### config.mk
export PLATFORM = sky130hd
export DESIGN_NAME = opcode_decoder
export DESIGN_NICKNAME = d
export VERILOG_FILES = /design/src/shared/decoder_pkg.sv /design/src/hdl/opcode_decoder.sv
export SDC_FILE = /design/constraint.sdc
export NUM_CORES = 1
export LEC_CHECK = 0
export CORE_MARGIN = 5
export CORE_UTILIZATION = 45
export CTS_CLUSTER_SIZE = 28
export DETAILED_ROUTE_END_ITERATION = 6
export DONT_BUFFER_PORTS = 1
export PLACE_DENSITY = 0.57
export SYNTH_ARGS = -nofsm -noshare
export SYNTH_HDL_FRONTEND = slang
export SYNTH_SLANG_ARGS = --single-unit
### constraint.sdc
create_clock -name ref_clk -period 6.3 [get_ports ref_clk]
set_clock_uncertainty 0.1 [all_clocks]
set_input_delay 0.63 -clock ref_clk [delete_from_list [all_inputs] [get_ports ref_clk]]
set_output_delay 0.63 -clock ref_clk [all_outputs]
set_load 0.02 [all_outputs]
### src/shared/decoder_pkg.sv
// Purpose: constants and types for the opcode decoder
// Assumes: 40 MHz ref_clk, byte-serial fetch stream
// Notes:   flag word bits not listed read as zero
package decoder_pkg;
  localparam logic [7:0]  ADR_FLAGS  = 8'h00;
  localparam logic [7:0]  ADR_STATUS = 8'h04;
  localparam logic [7:0]  ADR_COUNT  = 8'h08;
  localparam int          FL_CARRY   = 0;
  localparam int          FL_PARITY  = 2;
  localparam int          FL_AUX     = 4;
  localparam int          FL_ZERO    = 6;
  localparam int          FL_SIGN    = 7;
  localparam int          FL_TRAP    = 8;
  localparam int          FL_IRQ_EN  = 9;
  localparam int          FL_DIR     = 10;
  localparam int          FL_OVF     = 11;
  localparam logic [15:0] FLAGS_MASK  = 16'h0fd5;
  localparam logic [15:0] FLAGS_RESET = 16'h0000;
  localparam logic [7:0]  OPC_LOCK      = 8'hf0;
  localparam logic [7:0]  OPC_CLR_CARRY = 8'hf8;
  localparam logic [7:0]  OPC_CMP_CARRY = 8'hf5;
  localparam logic [7:0]  OPC_SET_CARRY = 8'hf9;
  localparam logic [7:0]  OPC_CLR_DIR   = 8'hfc;
  localparam logic [7:0]  OPC_SET_DIR   = 8'hfd;
  localparam logic [7:0]  OPC_CLR_IRQ   = 8'hfa;
  localparam logic [7:0]  OPC_SET_IRQ   = 8'hfb;
  localparam logic [7:0]  OPC_TRAP_TYPE = 8'hcd;
  localparam logic [7:0]  OPC_TRAP_3    = 8'hcc;
  localparam logic [7:0]  OPC_TRAP_OVF  = 8'hce;
  localparam logic [7:0]  TRAP_TYPE_3   = 8'h03;
  localparam logic [7:0]  TRAP_TYPE_OVF = 8'h04;
  localparam logic [7:0]  SHIFT_ONE     = 8'h01;

  typedef enum logic [4:0] {
    OC_OTHER = 5'h00, OC_AND = 5'h01, OC_OR = 5'h02, OC_XOR = 5'h03,
    OC_TEST = 5'h04, OC_NOT = 5'h05, OC_ARITH = 5'h06, OC_SHIFT = 5'h07,
    OC_STRING = 5'h08, OC_JCC = 5'h09, OC_LOOP = 5'h0a, OC_EXIT = 5'h0b,
    OC_TRAP = 5'h0c, OC_FLAG = 5'h0d, OC_HALT = 5'h0e, OC_WAIT = 5'h0f,
    OC_EXTENSION = 5'h10, OC_BRANCH = 5'h11
  } op_class_e;

  typedef enum logic [2:0] {
    IMM_NONE = 3'b000, IMM_B = 3'b001, IMM_W = 3'b010,
    IMM_BYW = 3'b011, IMM_SW = 3'b100
  } imm_kind_e;

  typedef enum logic [2:0] {
    ST_OPCODE = 3'b000, ST_MODRM = 3'b001, ST_DISP_LO = 3'b010,
    ST_DISP_HI = 3'b011, ST_IMM_LO = 3'b100, ST_IMM_HI = 3'b101,
    ST_EMIT = 3'b110
  } state_e;

  typedef struct packed {
    op_class_e op_class;
    logic      has_modrm;
    imm_kind_e imm_kind;
  } op_info_s;

  typedef struct packed {
    logic [15:0] base_register_b;
    logic [15:0] frame_base_pointer;
    logic [15:0] src_index;
    logic [15:0] dest_index_reg;
  } ea_regs_s;

  typedef struct packed {
    logic [7:0]  opcode;
    op_class_e   op_class;
    logic [2:0]  sub_op;
    logic        word;
    logic        to_reg;
    logic        rm_is_reg;
    logic [2:0]  reg_num;
    logic        reg_high;
    logic [2:0]  rm_num;
    logic        rm_high;
    logic [15:0] effective_location;
    logic [15:0] disp;
    logic [15:0] imm;
    logic [7:0]  shift_count;
    logic [3:0]  cond;
    logic [7:0]  trap_type;
    logic        seg_valid;
    logic [1:0]  seg_code;
    logic        iterate_prefix;
    logic        iterate_sense;
    logic        iterate_go_on;
    logic        lock;
    logic [5:0]  ext_bits;
    logic        writes_result;
  } decoded_s;
endpackage

### src/hdl/opcode_decoder.sv
// Purpose: byte-serial opcode decoder with flag word and Wishbone registers
// Assumes: fetch stream and datapath share ref_clk
// Notes:   one decoded instruction per emit cycle
//
// Functional notes
// - addressing form 11: locator is a register number, no displacement
// - form 00 no disp, 01 one sign-extended byte, 10 low then high
// - locator 000 B+src, 001 B+dest, 010 frame+src, each plus disp
// - form 00 locator 110: direct 16-bit address from two bytes
// - displacement follows second byte, immediate follows displacement
// - transfer-sense 1: register is destination, 0: source
// - size bit 1 word, 0 byte, for width, registers, immediates
// - extend:size 01 word immediate, 11 byte sign-extended
// - shift count is one, or count_low_byte when count bit set
// - 110100vw group: select field picks rotate or shift kind
// - string primitives copy, compare, scan, load, store by size
// - iterate prefix repeats; compare/scan check sense against zero flag
// - 0111cccc conditional jump with one signed displacement byte
// - count branches 11100000-11100011 take one displacement byte
// - subroutine exits c3, c2 with word, cb, ca with word
// - traps: cd with type byte, cc type 3, ce on overflow, cf return
// - flag-control opcodes clear and set carry/direction/irq, complement carry only
// - halt f4, wait 9b, lock f0, extension 11011xxx plus addressing
// - 001ss110 prefix overrides segment of next memory access
// - register numbers: word registers, or low then high bytes
// - flag word is one 16-bit object with fixed bit layout
//
// The implementer's own choices: the placing of the registers and register access over Wishbone.
`timescale 1ns/1ps
module opcode_decoder
  import decoder_pkg::*;
(
  input  wire logic        ref_clk,
  input  wire logic        reset_n,
  input  wire logic        cyc_i,
  input  wire logic        stb_i,
  input  wire logic        we_i,
  input  wire logic [7:0]  adr_i,
  input  wire logic [3:0]  sel_i,
  input  wire logic [31:0] dat_i,
  output logic      [31:0] dat_o,
  output logic             ack_o,
  input  wire logic        byte_valid,
  input  wire logic [7:0]  byte_data,
  output logic             byte_ready,
  input  wire ea_regs_s    ea_regs,
  input  wire logic [7:0]  count_low_byte,
  output decoded_s         decoded,
  output logic             decoded_valid,
  output logic      [15:0] condition_flags_word
);

  ////////////////////////////////////////////////////////////////////
  // opcode tables
  function automatic op_info_s classify(input logic [7:0] b);
    op_info_s r;
    r = '{OC_OTHER, 1'b0, IMM_NONE};
    casez (b)
      8'b001000??: r = '{OC_AND, 1'b1, IMM_NONE};
      8'b000010??: r = '{OC_OR, 1'b1, IMM_NONE};
      8'b001100??: r = '{OC_XOR, 1'b1, IMM_NONE};
      8'b0010010?: r = '{OC_AND, 1'b0, IMM_BYW};
      8'b0000110?: r = '{OC_OR, 1'b0, IMM_BYW};
      8'b0011010?: r = '{OC_XOR, 1'b0, IMM_BYW};
      8'b1000010?: r = '{OC_TEST, 1'b1, IMM_NONE};
      8'b100000??: r = '{OC_ARITH, 1'b1, IMM_SW};
      8'b1111011?: r = '{OC_ARITH, 1'b1, IMM_NONE};
      8'b110100??: r = '{OC_SHIFT, 1'b1, IMM_NONE};
      8'b1010010?, 8'b1010011?, 8'b1010111?,
      8'b1010110?, 8'b1010101?: r = '{OC_STRING, 1'b0, IMM_NONE};
      8'b0111????: r = '{OC_JCC, 1'b0, IMM_B};
      8'b111000??: r = '{OC_LOOP, 1'b0, IMM_B};
      8'hc3, 8'hcb: r = '{OC_EXIT, 1'b0, IMM_NONE};
      8'hc2, 8'hca: r = '{OC_EXIT, 1'b0, IMM_W};
      8'hcd: r = '{OC_TRAP, 1'b0, IMM_B};
      8'hcc, 8'hce, 8'hcf: r = '{OC_TRAP, 1'b0, IMM_NONE};
      8'b1111100?, 8'b1111101?, 8'b1111110?,
      8'hf5: r = '{OC_FLAG, 1'b0, IMM_NONE};
      8'hf4: r = '{OC_HALT, 1'b0, IMM_NONE};
      8'h9b: r = '{OC_WAIT, 1'b0, IMM_NONE};
      8'b11011???: r = '{OC_EXTENSION, 1'b1, IMM_NONE};
      8'he8, 8'he9: r = '{OC_BRANCH, 1'b0, IMM_W};
      8'heb: r = '{OC_BRANCH, 1'b0, IMM_B};
      default: r = '{OC_OTHER, 1'b0, IMM_NONE};
    endcase
    return r;
  endfunction

  // group opcodes pick their operation from the select field
  function automatic op_info_s refine(input op_info_s i, input logic [7:0] op,
                                      input logic [2:0] sel);
    op_info_s r;
    r = i;
    if (op[7:2] == 6'b100000) begin
      unique case (sel)
        3'b100: r.op_class = OC_AND;
        3'b001: r.op_class = OC_OR;
        3'b110: r.op_class = OC_XOR;
        default: r.op_class = OC_ARITH;
      endcase
    end else if (op[7:1] == 7'b1111011) begin
      unique case (sel)
        3'b000: r = '{OC_TEST, 1'b1, IMM_BYW};
        3'b010: r.op_class = OC_NOT;
        default: r.op_class = OC_ARITH;
      endcase
    end
    return r;
  endfunction

  function automatic logic [1:0] imm_len(input imm_kind_e k, input logic [7:0] op);
    logic [1:0] n;
    n = 2'd0;
    unique case (k)
      IMM_B:   n = 2'd1;
      IMM_W:   n = 2'd2;
      IMM_BYW: n = op[0] ? 2'd2 : 2'd1;
      IMM_SW:  n = (op[1:0] == 2'b01) ? 2'd2 : 2'd1;
      default: n = 2'd0;
    endcase
    return n;
  endfunction

  function automatic logic [1:0] disp_len(input logic [7:0] m);
    logic [1:0] n;
    n = 2'd0;
    unique case (m[7:6])
      2'b00: n = (m[2:0] == 3'b110) ? 2'd2 : 2'd0;
      2'b01: n = 2'd1;
      2'b10: n = 2'd2;
      default: n = 2'd0;
    endcase
    return n;
  endfunction

  function automatic logic [15:0] ea_base(input logic [2:0] rm, input ea_regs_s r);
    logic [15:0] v;
    v = 16'h0000;
    unique case (rm)
      3'b000: v = r.base_register_b + r.src_index;
      3'b001: v = r.base_register_b + r.dest_index_reg;
      3'b010: v = r.frame_base_pointer + r.src_index;
      3'b011: v = r.frame_base_pointer + r.dest_index_reg;
      3'b100: v = r.src_index;
      3'b101: v = r.dest_index_reg;
      3'b110: v = r.frame_base_pointer;
      default: v = r.base_register_b;
    endcase
    return v;
  endfunction

  ////////////////////////////////////////////////////////////////////
  // state
  state_e      state;
  state_e      next_state;
  logic [7:0]  opcode_q;
  logic [7:0]  modrm_q;
  logic [7:0]  disp_lo;
  logic [7:0]  disp_hi;
  logic [7:0]  imm_lo;
  logic [7:0]  imm_hi;
  op_info_s    info_q;
  logic        seg_pend;
  logic [1:0]  seg_code_q;
  logic        iter_pend;
  logic        iter_sense_q;
  logic        lock_pend;
  logic [31:0] decode_count;
  logic [15:0] next_flags;
  decoded_s    next_decoded;

  ////////////////////////////////////////////////////////////////////
  // byte stream decode
  wire         take         = byte_valid & byte_ready;
  op_info_s    first_info;
  op_info_s    info_m;
  assign first_info = classify(byte_data);
  assign info_m     = refine(info_q, opcode_q, byte_data[5:3]);
  wire         is_seg       = (byte_data[7:5] == 3'b001) && (byte_data[2:0] == 3'b110);
  wire         is_iter      = (byte_data[7:1] == 7'b1111001);
  wire         is_lock      = (byte_data == OPC_LOCK);
  wire         is_prefix    = is_seg | is_iter | is_lock;
  wire [1:0]   first_imm    = imm_len(first_info.imm_kind, byte_data);
  wire [1:0]   modrm_imm    = imm_len(info_m.imm_kind, opcode_q);
  wire [1:0]   held_imm     = imm_len(info_q.imm_kind, opcode_q);
  wire [1:0]   modrm_disp   = disp_len(byte_data);
  wire [1:0]   held_disp    = disp_len(modrm_q);
  wire         has_imm      = (held_imm != 2'd0);
  wire         mode_reg     = info_q.has_modrm && (modrm_q[7:6] == 2'b11);
  wire         direct       = info_q.has_modrm && (modrm_q[7:6] == 2'b00)
                              && (modrm_q[2:0] == 3'b110);
  wire         word_op      = opcode_q[0];
  wire         sext_imm     = ((info_q.imm_kind == IMM_SW) && (opcode_q[1:0] == 2'b11))
                              || (info_q.op_class == OC_JCC)
                              || (info_q.op_class == OC_LOOP)
                              || (info_q.op_class == OC_BRANCH);
  wire [15:0]  disp_val     = (held_disp == 2'd2) ? {disp_hi, disp_lo} :
                              (held_disp == 2'd1) ? {{8{disp_lo[7]}}, disp_lo} :
                              16'h0000;
  wire [15:0]  imm_val      = (held_imm == 2'd2) ? {imm_hi, imm_lo} :
                              sext_imm ? {{8{imm_lo[7]}}, imm_lo} :
                              {8'h00, imm_lo};
  wire [15:0]  ea_val       = direct ? {disp_hi, disp_lo} :
                              16'(ea_base(modrm_q[2:0], ea_regs) + disp_val);
  wire         emit         = (state == ST_EMIT);
  wire [7:0]   trap_num     = (opcode_q == OPC_TRAP_TYPE) ? imm_lo :
                              (opcode_q == OPC_TRAP_3) ? TRAP_TYPE_3 :
                              (opcode_q == OPC_TRAP_OVF) ? TRAP_TYPE_OVF : 8'h00;
  wire         sense_check  = (info_q.op_class == OC_STRING) && opcode_q[1]
                              && (opcode_q[3:2] != 2'b10);
  wire         zf_now       = condition_flags_word[FL_ZERO];

  always_comb begin
    next_state = state;
    unique case (state)
      ST_OPCODE: begin
        if (take && !is_prefix) begin
          if (first_info.has_modrm) next_state = ST_MODRM;
          else if (first_imm != 2'd0) next_state = ST_IMM_LO;
          else next_state = ST_EMIT;
        end
      end
      ST_MODRM: begin
        if (take) begin
          if (modrm_disp != 2'd0) next_state = ST_DISP_LO;
          else if (modrm_imm != 2'd0) next_state = ST_IMM_LO;
          else next_state = ST_EMIT;
        end
      end
      ST_DISP_LO: begin
        if (take) begin
          if (held_disp == 2'd2) next_state = ST_DISP_HI;
          else next_state = has_imm ? ST_IMM_LO : ST_EMIT;
        end
      end
      ST_DISP_HI: begin
        if (take) next_state = has_imm ? ST_IMM_LO : ST_EMIT;
      end
      ST_IMM_LO: begin
        if (take) next_state = (held_imm == 2'd2) ? ST_IMM_HI : ST_EMIT;
      end
      ST_IMM_HI: begin
        if (take) next_state = ST_EMIT;
      end
      ST_EMIT: next_state = ST_OPCODE;
      default: next_state = ST_OPCODE;
    endcase
  end

  always_comb begin
    next_decoded                    = '0;
    next_decoded.opcode             = opcode_q;
    next_decoded.op_class           = info_q.op_class;
    next_decoded.sub_op             = modrm_q[5:3];
    next_decoded.word               = word_op;
    next_decoded.to_reg             = opcode_q[1];
    next_decoded.rm_is_reg          = mode_reg;
    next_decoded.reg_num            = word_op ? modrm_q[5:3] : {1'b0, modrm_q[4:3]};
    next_decoded.reg_high           = !word_op && modrm_q[5];
    next_decoded.rm_num             = word_op ? modrm_q[2:0] : {1'b0, modrm_q[1:0]};
    next_decoded.rm_high            = !word_op && modrm_q[2];
    next_decoded.effective_location = mode_reg ? 16'h0000 : ea_val;
    next_decoded.disp               = disp_val;
    next_decoded.imm                = imm_val;
    next_decoded.shift_count        = opcode_q[1] ? count_low_byte : SHIFT_ONE;
    next_decoded.cond               = opcode_q[3:0];
    next_decoded.trap_type          = trap_num;
    next_decoded.seg_valid          = seg_pend;
    next_decoded.seg_code           = seg_code_q;
    next_decoded.iterate_prefix     = iter_pend;
    next_decoded.iterate_sense      = iter_sense_q;
    next_decoded.iterate_go_on      = iter_pend && (!sense_check || (iter_sense_q == zf_now));
    next_decoded.lock               = lock_pend;
    next_decoded.ext_bits           = {opcode_q[2:0], modrm_q[5:3]};
    next_decoded.writes_result      = (info_q.op_class != OC_TEST);
  end

  ////////////////////////////////////////////////////////////////////
  // flag word
  wire         bus_hit      = cyc_i & stb_i & !ack_o;
  wire         flags_write  = bus_hit & we_i & (adr_i == ADR_FLAGS);
  wire [15:0]  bus_flags    = {sel_i[1] ? dat_i[15:8] : condition_flags_word[15:8],
                               sel_i[0] ? dat_i[7:0] : condition_flags_word[7:0]};

  always_comb begin
    next_flags = condition_flags_word;
    if (emit && (info_q.op_class == OC_FLAG)) begin
      unique case (opcode_q)
        OPC_CLR_CARRY: next_flags[FL_CARRY]  = 1'b0;
        OPC_CMP_CARRY: next_flags[FL_CARRY]  = !condition_flags_word[FL_CARRY];
        OPC_SET_CARRY: next_flags[FL_CARRY]  = 1'b1;
        OPC_CLR_DIR:   next_flags[FL_DIR]    = 1'b0;
        OPC_SET_DIR:   next_flags[FL_DIR]    = 1'b1;
        OPC_CLR_IRQ:   next_flags[FL_IRQ_EN] = 1'b0;
        OPC_SET_IRQ:   next_flags[FL_IRQ_EN] = 1'b1;
        default:       next_flags = condition_flags_word;
      endcase
    end
    if (flags_write) next_flags = bus_flags;
    next_flags = next_flags & FLAGS_MASK;
  end

  ////////////////////////////////////////////////////////////////////
  // register read mux
  wire [31:0]  status_word  = {16'h0000, opcode_q, 2'b00, lock_pend, iter_pend,
                               seg_pend, state};
  wire [31:0]  rd_data      = (adr_i == ADR_FLAGS)  ? {16'h0000, condition_flags_word} :
                              (adr_i == ADR_STATUS) ? status_word :
                              (adr_i == ADR_COUNT)  ? decode_count : 32'h0000_0000;

  ////////////////////////////////////////////////////////////////////
  // flops
  always_ff @(posedge ref_clk or negedge reset_n) begin
    if (!reset_n) begin
      ack_o <= 1'b0;
      dat_o <= 32'h0000_0000;
      condition_flags_word <= FLAGS_RESET;
    end else begin
      ack_o <= bus_hit;
      dat_o <= bus_hit ? rd_data : 32'h0000_0000;
      condition_flags_word <= next_flags;
    end
  end

  always_ff @(posedge ref_clk or negedge reset_n) begin
    if (!reset_n) begin
      state      <= ST_OPCODE;
      byte_ready <= 1'b0;
      opcode_q   <= 8'h00;
      info_q     <= '{OC_OTHER, 1'b0, IMM_NONE};
    end else begin
      state      <= next_state;
      byte_ready <= (next_state != ST_EMIT);
      if (take && (state == ST_OPCODE) && !is_prefix) begin
        opcode_q <= byte_data;
        info_q   <= first_info;
      end else if (take && (state == ST_MODRM)) begin
        info_q   <= info_m;
      end
    end
  end

  always_ff @(posedge ref_clk or negedge reset_n) begin
    if (!reset_n) begin
      modrm_q <= 8'h00;
      disp_lo <= 8'h00;
      disp_hi <= 8'h00;
      imm_lo  <= 8'h00;
      imm_hi  <= 8'h00;
    end else begin
      if (take && (state == ST_OPCODE) && !is_prefix) begin
        modrm_q <= 8'h00;
        disp_lo <= 8'h00;
        disp_hi <= 8'h00;
        imm_lo  <= 8'h00;
        imm_hi  <= 8'h00;
      end
      if (take && (state == ST_MODRM))   modrm_q <= byte_data;
      if (take && (state == ST_DISP_LO)) disp_lo <= byte_data;
      if (take && (state == ST_DISP_HI)) disp_hi <= byte_data;
      if (take && (state == ST_IMM_LO))  imm_lo  <= byte_data;
      if (take && (state == ST_IMM_HI))  imm_hi  <= byte_data;
    end
  end

  // prefixes stay pending until the instruction they lead is emitted
  always_ff @(posedge ref_clk or negedge reset_n) begin
    if (!reset_n) begin
      seg_pend     <= 1'b0;
      seg_code_q   <= 2'b00;
      iter_pend    <= 1'b0;
      iter_sense_q <= 1'b0;
      lock_pend    <= 1'b0;
    end else if (emit) begin
      seg_pend  <= 1'b0;
      iter_pend <= 1'b0;
      lock_pend <= 1'b0;
    end else if (take && (state == ST_OPCODE)) begin
      if (is_seg) begin
        seg_pend   <= 1'b1;
        seg_code_q <= byte_data[4:3];
      end
      if (is_iter) begin
        iter_pend    <= 1'b1;
        iter_sense_q <= byte_data[0];
      end
      if (is_lock) lock_pend <= 1'b1;
    end
  end

  always_ff @(posedge ref_clk or negedge reset_n) begin
    if (!reset_n) begin
      decoded       <= '0;
      decoded_valid <= 1'b0;
      decode_count  <= 32'h0000_0000;
    end else begin
      decoded_valid <= emit;
      if (emit) begin
        decoded      <= next_decoded;
        decode_count <= decode_count + 32'h0000_0001;
      end
    end
  end

endmodule // opcode_decoder

==> flow_summary.ini, run 1 <==
[sta]
tns_ns = 0
tightest_slew_ns = 1.20
final-hold-violation-count = 0
slew_violations = 0
post-route-period-util_pct = 92.5
setup-violations-final = 0
rsz0062_at_grt = false
fin_hold_ws_ns = 0.0243
post-route-min-period_ns = 5.83
max-slew-margin-rel_pct = 19.8
setup_ws_ns = 0.470
fmax_mhz = 172

[drt]
dr.pass1.iters = 7
antenna_left = 0
drcViolationCount = 2
viasPerCell = 5.79
via_count = 10965
drt-initial-drc-count = 832
postRouteWirelength_mm = 39.6
wire_per_inst_microns = 20.9

[hold_path]
hp-class = input port to async pin

[layout]
layout-drive-gt1-share_pct = 9.25
layout.nets = 1665
n_antenna_cell = 0
design_area_sq_um = 14600
final_cells = 1893
fill_cells = 2926
final_core_util_pct = 49.1
syn2layout_area_growth_pct = 7.52

[cts]
clockRootBuffer = clkbuf_16
clockBufferDepth = 3
cts_setup_buffers = 0
htree_levels = 1
clkSinkCount = 237
clk_pin_slew_worst_paths_ns = 0.07
insertion_delay_ns = 0.54
cts_tree = built
cts_made_buffers = 26

[global_routing]
grt_pass1_vias = 10912
grt_antenna_before_repair = 0
globalRouteTotalUtil_pct = 22.8
overflow = 0
grt_pass1_wl_mm = 61.9
grt_max_degree = 238

[logic_synthesis]
synth_area_leaders = dfrtp_1 44%, nand2_1 9.4%, mux2_2 4.8%, ha_1 4.4%, o21ai_0 3.7%
synth_flop_cell = dfrtp_1
synth_top_area_share_pct = 43.6
syn_area_sq_um = 13600
synth_commonest_cells = 341 x nand2_1, 237 x dfrtp_1, 102 x o21ai_0
synth.distinct_cells = 70
yosysSeqAreaShare_pct = 43.6
synth.avg_cell_area_sq_um = 8.88
synth_most_common_cell = nand2_1
yosys_warnings = 0
synth_edf_count = 0
synth_top_cell_by_area = dfrtp_1
syn_inst = 1533
synthArstFlopShare_pct = 100
synth_seq_cells = 237

[power]
irDropWorstVdd_uv = 264
p_leak_nw = 6.78
power_density_nw_per_um2 = 469
fin_total_pwr_mw = 6.87

[placed_design]
placed_area_sq_um = 13800
place_congestion = 0.935
placement.io_buffers = 0
hpwl_mm = 28.5
dp_cells = 1845
preCtsSetupSlack_ns = 0.480

[run_status]
violations = DRC
run_status = finished, violations left

[floorplan]
die_area_sq_um = 33800
row_count = 63
die-width_microns = 184
ioPinCount = 290
initial_core_util_pct = 45.7
core_sq_um = 29800
fp.dieH_microns = 184

[setup_path]
critPathMaxFanout = 7
crit_path_start_kind = register
required_ns = 6.60
end_kind = register
crit_type = register to register
crit_arrival_ns = 6.13

[flow_run]
max_cap_viol_count = 0
[cells in the final DEF, fill, tap and decap left out, drive strengths merged, types with 11 or more instances in the layout]
cell type	n
a21o	23
a21oi	76
a22oi	14
a31oi	17
and2	31
and3	21
buf	15
clkbuf	35
clkinv	11
dfrtp	237
ha	48
inv	27
mux2	59
mux2i	15
nand2	341
nand2b	14
nand3	46
nand4	14
nor2	100
nor2b	17
nor3	27
o21ai	106
o221ai	13
xnor2	46
xor2	24
[sequential cells by signal (all words and copies together) (netlist names)]
register              count
decoded                  95
imm_lo                    8
seg_code_q                2
condition_flags_word      9
lock_pend                 1
byte_ready                1
decode_count             32
seg_pend                  1
disp_hi                   8
iter_pend                 1
dat_o                    32
decoded_valid             1
disp_lo                   8
modrm_q                   8
info_q                    9
imm_hi                    8
opcode_q                  8
iter_sense_q              1
ack_o                     1
state                     3
[timing repair]
action	CTS	global route
hold buffers	1	0
resized for setup	0	1
setup endpoints to repair	0	1
hold endpoints to repair	237	0
[area by class of cell]
| cell class | count | area (sq um) | area share (%) |
|---|---|---|---|
| clock inverters | 12 | 103 | 0.701 |
| clock buffers | 35 | 724 | 4.95 |
| multi-input cells | 1176 | 7150 | 48.9 |
| well taps | 390 | 488 | 3.33 |
| repair buffers | 15 | 133 | 0.906 |
| inverters | 28 | 106 | 0.726 |
| flip-flops and latches | 237 | 5930 | 40.5 |
[cells by family after synthesis]
logic type,count (synthesis),share of synthesized area [%]
AO/OA/AOI/OAI,325,15.0
other,1,0.0275
buffers and inverters,126,4.25
multiplexers,77,6.51
flip-flops,237,43.6
XOR/XNOR,70,4.56
AND/OR/NAND/NOR,646,21.3
adder cells (fa/ha/maj),51,4.85
[power breakdown]
part	internal [mW]	switching, mW
clock	0.848	0.632
sequential	1.92	0.760
combinational	1.04	1.66
[worst paths after layout]
path                                   start           to  slack [ns]  cells past startpoint
min in group ref_clk            byte_data[1]    lock_pend        0.08                      1
max in group asynchronous            reset_n  decoded[71]        5.12                      1
worst max register to register    modrm_q[0]  decoded[81]        0.47                     23
worst min register to register    modrm_q[3]  decoded[93]        0.35                      2
worst max-delay path              modrm_q[0]  decoded[81]        0.47                     23
worst min-delay path                 reset_n  decoded[27]        0.02                      1
[worst max-delay path: stages, from the launching register on]
cell and delay [ns]:
dfrtp_1 0.41, nor2_4 0.25, and2_2 0.27, mux2_2 0.35
ha_1 0.24, inv_1 0.09, fa_1 0.17, nor2b_1 0.06
o21ai_0 0.21, a21boi_0 0.13, o21ai_0 0.25, a21boi_0 0.26
nor3_1 0.23, a211oi_1 0.07, a211oi_1 0.48, ha_1 0.36
a31o_2 0.24, a211oi_1 0.34, o221ai_1 0.18, a21oi_1 0.23
o21ai_0 0.14, xor2_1 0.26, mux2i_1 0.26, o221ai_2 0.11
[per-layer routing]
metal  vias up  GRT usage, %  routed length, microns
met2       379          36.5                   18200
met1      5314          30.6                   16900
met5         -             0                       0
li1       5211             -                       -
met3        61          6.67                    3580
met4         0          5.68                     925
Power figures use the tool's default switching activity.
==> run 2, diff against run 1 <==
--- a/config.mk
+++ b/config.mk
@@ -7,10 +7,12 @@
 export LEC_CHECK = 0
 export CORE_MARGIN = 5
 export CORE_UTILIZATION = 45
+export CTS_BUF_LIST = sky130_fd_sc_hd__clkbuf_2
 export CTS_CLUSTER_SIZE = 28
 export DETAILED_ROUTE_END_ITERATION = 6
 export DONT_BUFFER_PORTS = 1
 export PLACE_DENSITY = 0.57
+export SLEW_MARGIN = 20
 export SYNTH_ARGS = -nofsm -noshare
 export SYNTH_HDL_FRONTEND = slang
 export SYNTH_SLANG_ARGS = --single-unit
==> run 2 against run 1 <==
Compared with the run above:
- the flow now finishes without violations
- register-to-register slack worse by 0.02 ns
- maximum frequency is 0.42% lower
- design area is 1.0% higher
- worst setup slack worse by 0.024 ns
- die area stayed put
- cell count is 5.0% higher
- global-route usage is 0.98 points higher
- wire length is 3.7% higher
- non-clock buffer count is 47 higher
- first-iteration DRC count is 9.7% lower
- combinational power is 2% higher
- critical path type unchanged
- largest cell class unchanged
==> flow_summary.ini, run 2 (synthesized netlist as in run 1, its figures left out) <==
[layout]
largest_register_ffs = 95
design_area_sq_um = 14800
regMostFlops = decoded
layout-drive-gt1-share_pct = 11.7
final_common_cell = nand2_1
final_cell_mix = 341 x nand2_1, 237 x dfrtp_1, 102 x o21ai_0, 99 x nor2_1, 83 x clkbuf_2
layout.nets = 1746
top_regs = decoded (95), dat_o (32), decode_count (32)
syn2layout_area_growth_pct = 8.59

[floorplan]
die_area_sq_um = 33800
die-width_microns = 184
fp.dieH_microns = 184
initial_core_util_pct = 45.7
core_sq_um = 29800
ioPinCount = 290
row_count = 63

[sta]
setup-violations-final = 0
slew_violations = 0
final-hold-violation-count = 0
post-route-period-util_pct = 92.9
tightest_slew_ns = 1.07
fmax_mhz = 171
post-route-min-period_ns = 5.85
rsz0062_at_grt = false
tns_ns = 0
max-slew-margin-rel_pct = 27.8

[setup_path]
path_cells = nor2_4 -> and2_2 -> mux2_2 -> ha_1 -> inv_1 -> fa_1 -> nor2b_1 -> o21ai_0 -> a21boi_0 -> o21ai_0 -> a21boi_0 -> nor3_1 -> a211oi_1 -> a211oi_1 -> ha_1 -> a31o_2 -> a211oi_1 -> o221ai_1 -> a21oi_1 -> o21ai_0 -> xor2_1 -> mux2i_1 -> o221ai_2
end_kind = register
crit_type = register to register
required_ns = 6.94
worst_path_largest_cell_delay_ns = 0.49
worst-path-buf-inv = 1
crit_arrival_ns = 6.49
cp_slowest_cell = a211oi_1
crit_path_start_kind = register
critPathMaxFanout = 7
cp_top_family = compound AO/OA/AOI/OAI gates

[cts]
clockBufferDepth = 3
clockRootBuffer = clkbuf_2
cts_made_buffers = 60
clk_pin_slew_worst_paths_ns = 0.11
cts_tree = built
insertion_delay_ns = 0.93
cts_setup_buffers = 0
clkSinkCount = 237
htree_levels = 2

[power]
p_leak_nw = 6.95
p_int_mw = 3.34
p_comb_share_pct = 42.9
p_sw_share_pct = 47.9
p_clk_share_pct = 15.2
power.net_switching_mw = 3.07
power_density_nw_per_um2 = 433
fin_total_pwr_mw = 6.40
irDropWorstVdd_uv = 217
p_seq_share_pct = 41.9

[drt]
drcViolationCount = 0
via_count = 11424
antenna_left = 0
postRouteWirelength_mm = 41.1
drt-initial-drc-count = 751
viasPerCell = 5.75
dr.pass1.iters = 6
wire_per_inst_microns = 20.7

[placed_design]
placed_area_sq_um = 13800
place_congestion = 0.935
hpwl_mm = 28.5
placement.io_buffers = 0

[global_routing]
overflow = 0
grt_max_degree = 238
grtUsageMet1_pct = 31.5
grt_pass1_vias = 11571
grt_pass1_wl_mm = 64.4
busiest_layer = met2
use_met2_pct = 38.1
met3_usage_pct = 7.00
globalRouteTotalUtil_pct = 23.8
grt_antenna_before_repair = 1

[run_status]
run_status = completed

[hold_path]
hp-class = input port to register

[flow_run]
max_cap_viol_count = 0
## run 2: area by class of cell
| cell class | instances | area, sq um |
|---|---|---|
| sequential | 237 | 5930 |
| clock inverter | 10 | 61.3 |
| fill | 2941 | 15000 |
| clock buffer | 83 | 415 |
| timing repair buffer | 62 | 621 |
| multi-input combinational | 1176 | 7160 |
| tap | 390 | 488 |
| antenna | 1 | 2.50 |
| inverter | 28 | 106 |
## run 2: what timing repair did
item,CTS,global route
hold endpoints to repair,331,1
hold buffers,46,1
gates resized for setup,0,1
setup endpoints to repair,0,1
## run 2: path summary, 6_finish.rpt
path                                  startpoint           to  slack, ns  cells past startpoint
worst max-delay path                  modrm_q[0]  decoded[81]       0.45                     23
worst min-delay path                byte_data[5]    info_q[7]       0.07                      3
worst max register to register        modrm_q[0]  decoded[81]       0.45                     23
worst min register to register  decode_count[20]    dat_o[20]       0.31                      1
max in group asynchronous                reset_n   modrm_q[4]       4.78                      3
min in group asynchronous                reset_n  decoded[89]       0.28                      2
## run 2: per-layer routing
layer / routed length, microns / part of all wire (%) / vias up
met5: 0 / 0 / -
met4: 996 / 2.4 / 0
met3: 3690 / 9.0 / 84
met2: 18800 / 46 / 419
met1: 17600 / 43 / 5520
li1: - / - / 5401
## run 2: power groups by stage
stage          Sequential, mW  Combinational [mW]  Clock (mW)
3_5_place_dp             2.71                2.66           0
3_3_place_gp             2.71                2.61           0
4_1_cts                  2.69                2.74        1.02
5_1_grt                  2.75                3.09        1.09
6_report                 2.68                2.75       0.971
2_1_floorplan            2.45                2.17           0
## run 2: tightest hold or removal path, delay by kind of cell
kind / cells / cell delay (ns)
compound gates: 3 / 0.39
## run 2: through the flow
step | hold slack (ns) | util (%) | cells | worst slack (ns)
2_1_floorplan | 0.234 | - | 1539 | 0.935
3_5_place_dp | 0.241 | 46.3 | 1845 | 0.480
3_3_place_gp | 0.241 | 46.3 | 1845 | 0.505
4_1_cts | 0.000345 | 49.5 | 1984 | 0.438
5_1_grt | 0.00706 | 49.6 | 1987 | 0.0341
6_report | 0.0707 | 49.6 | 1987 | 0.445
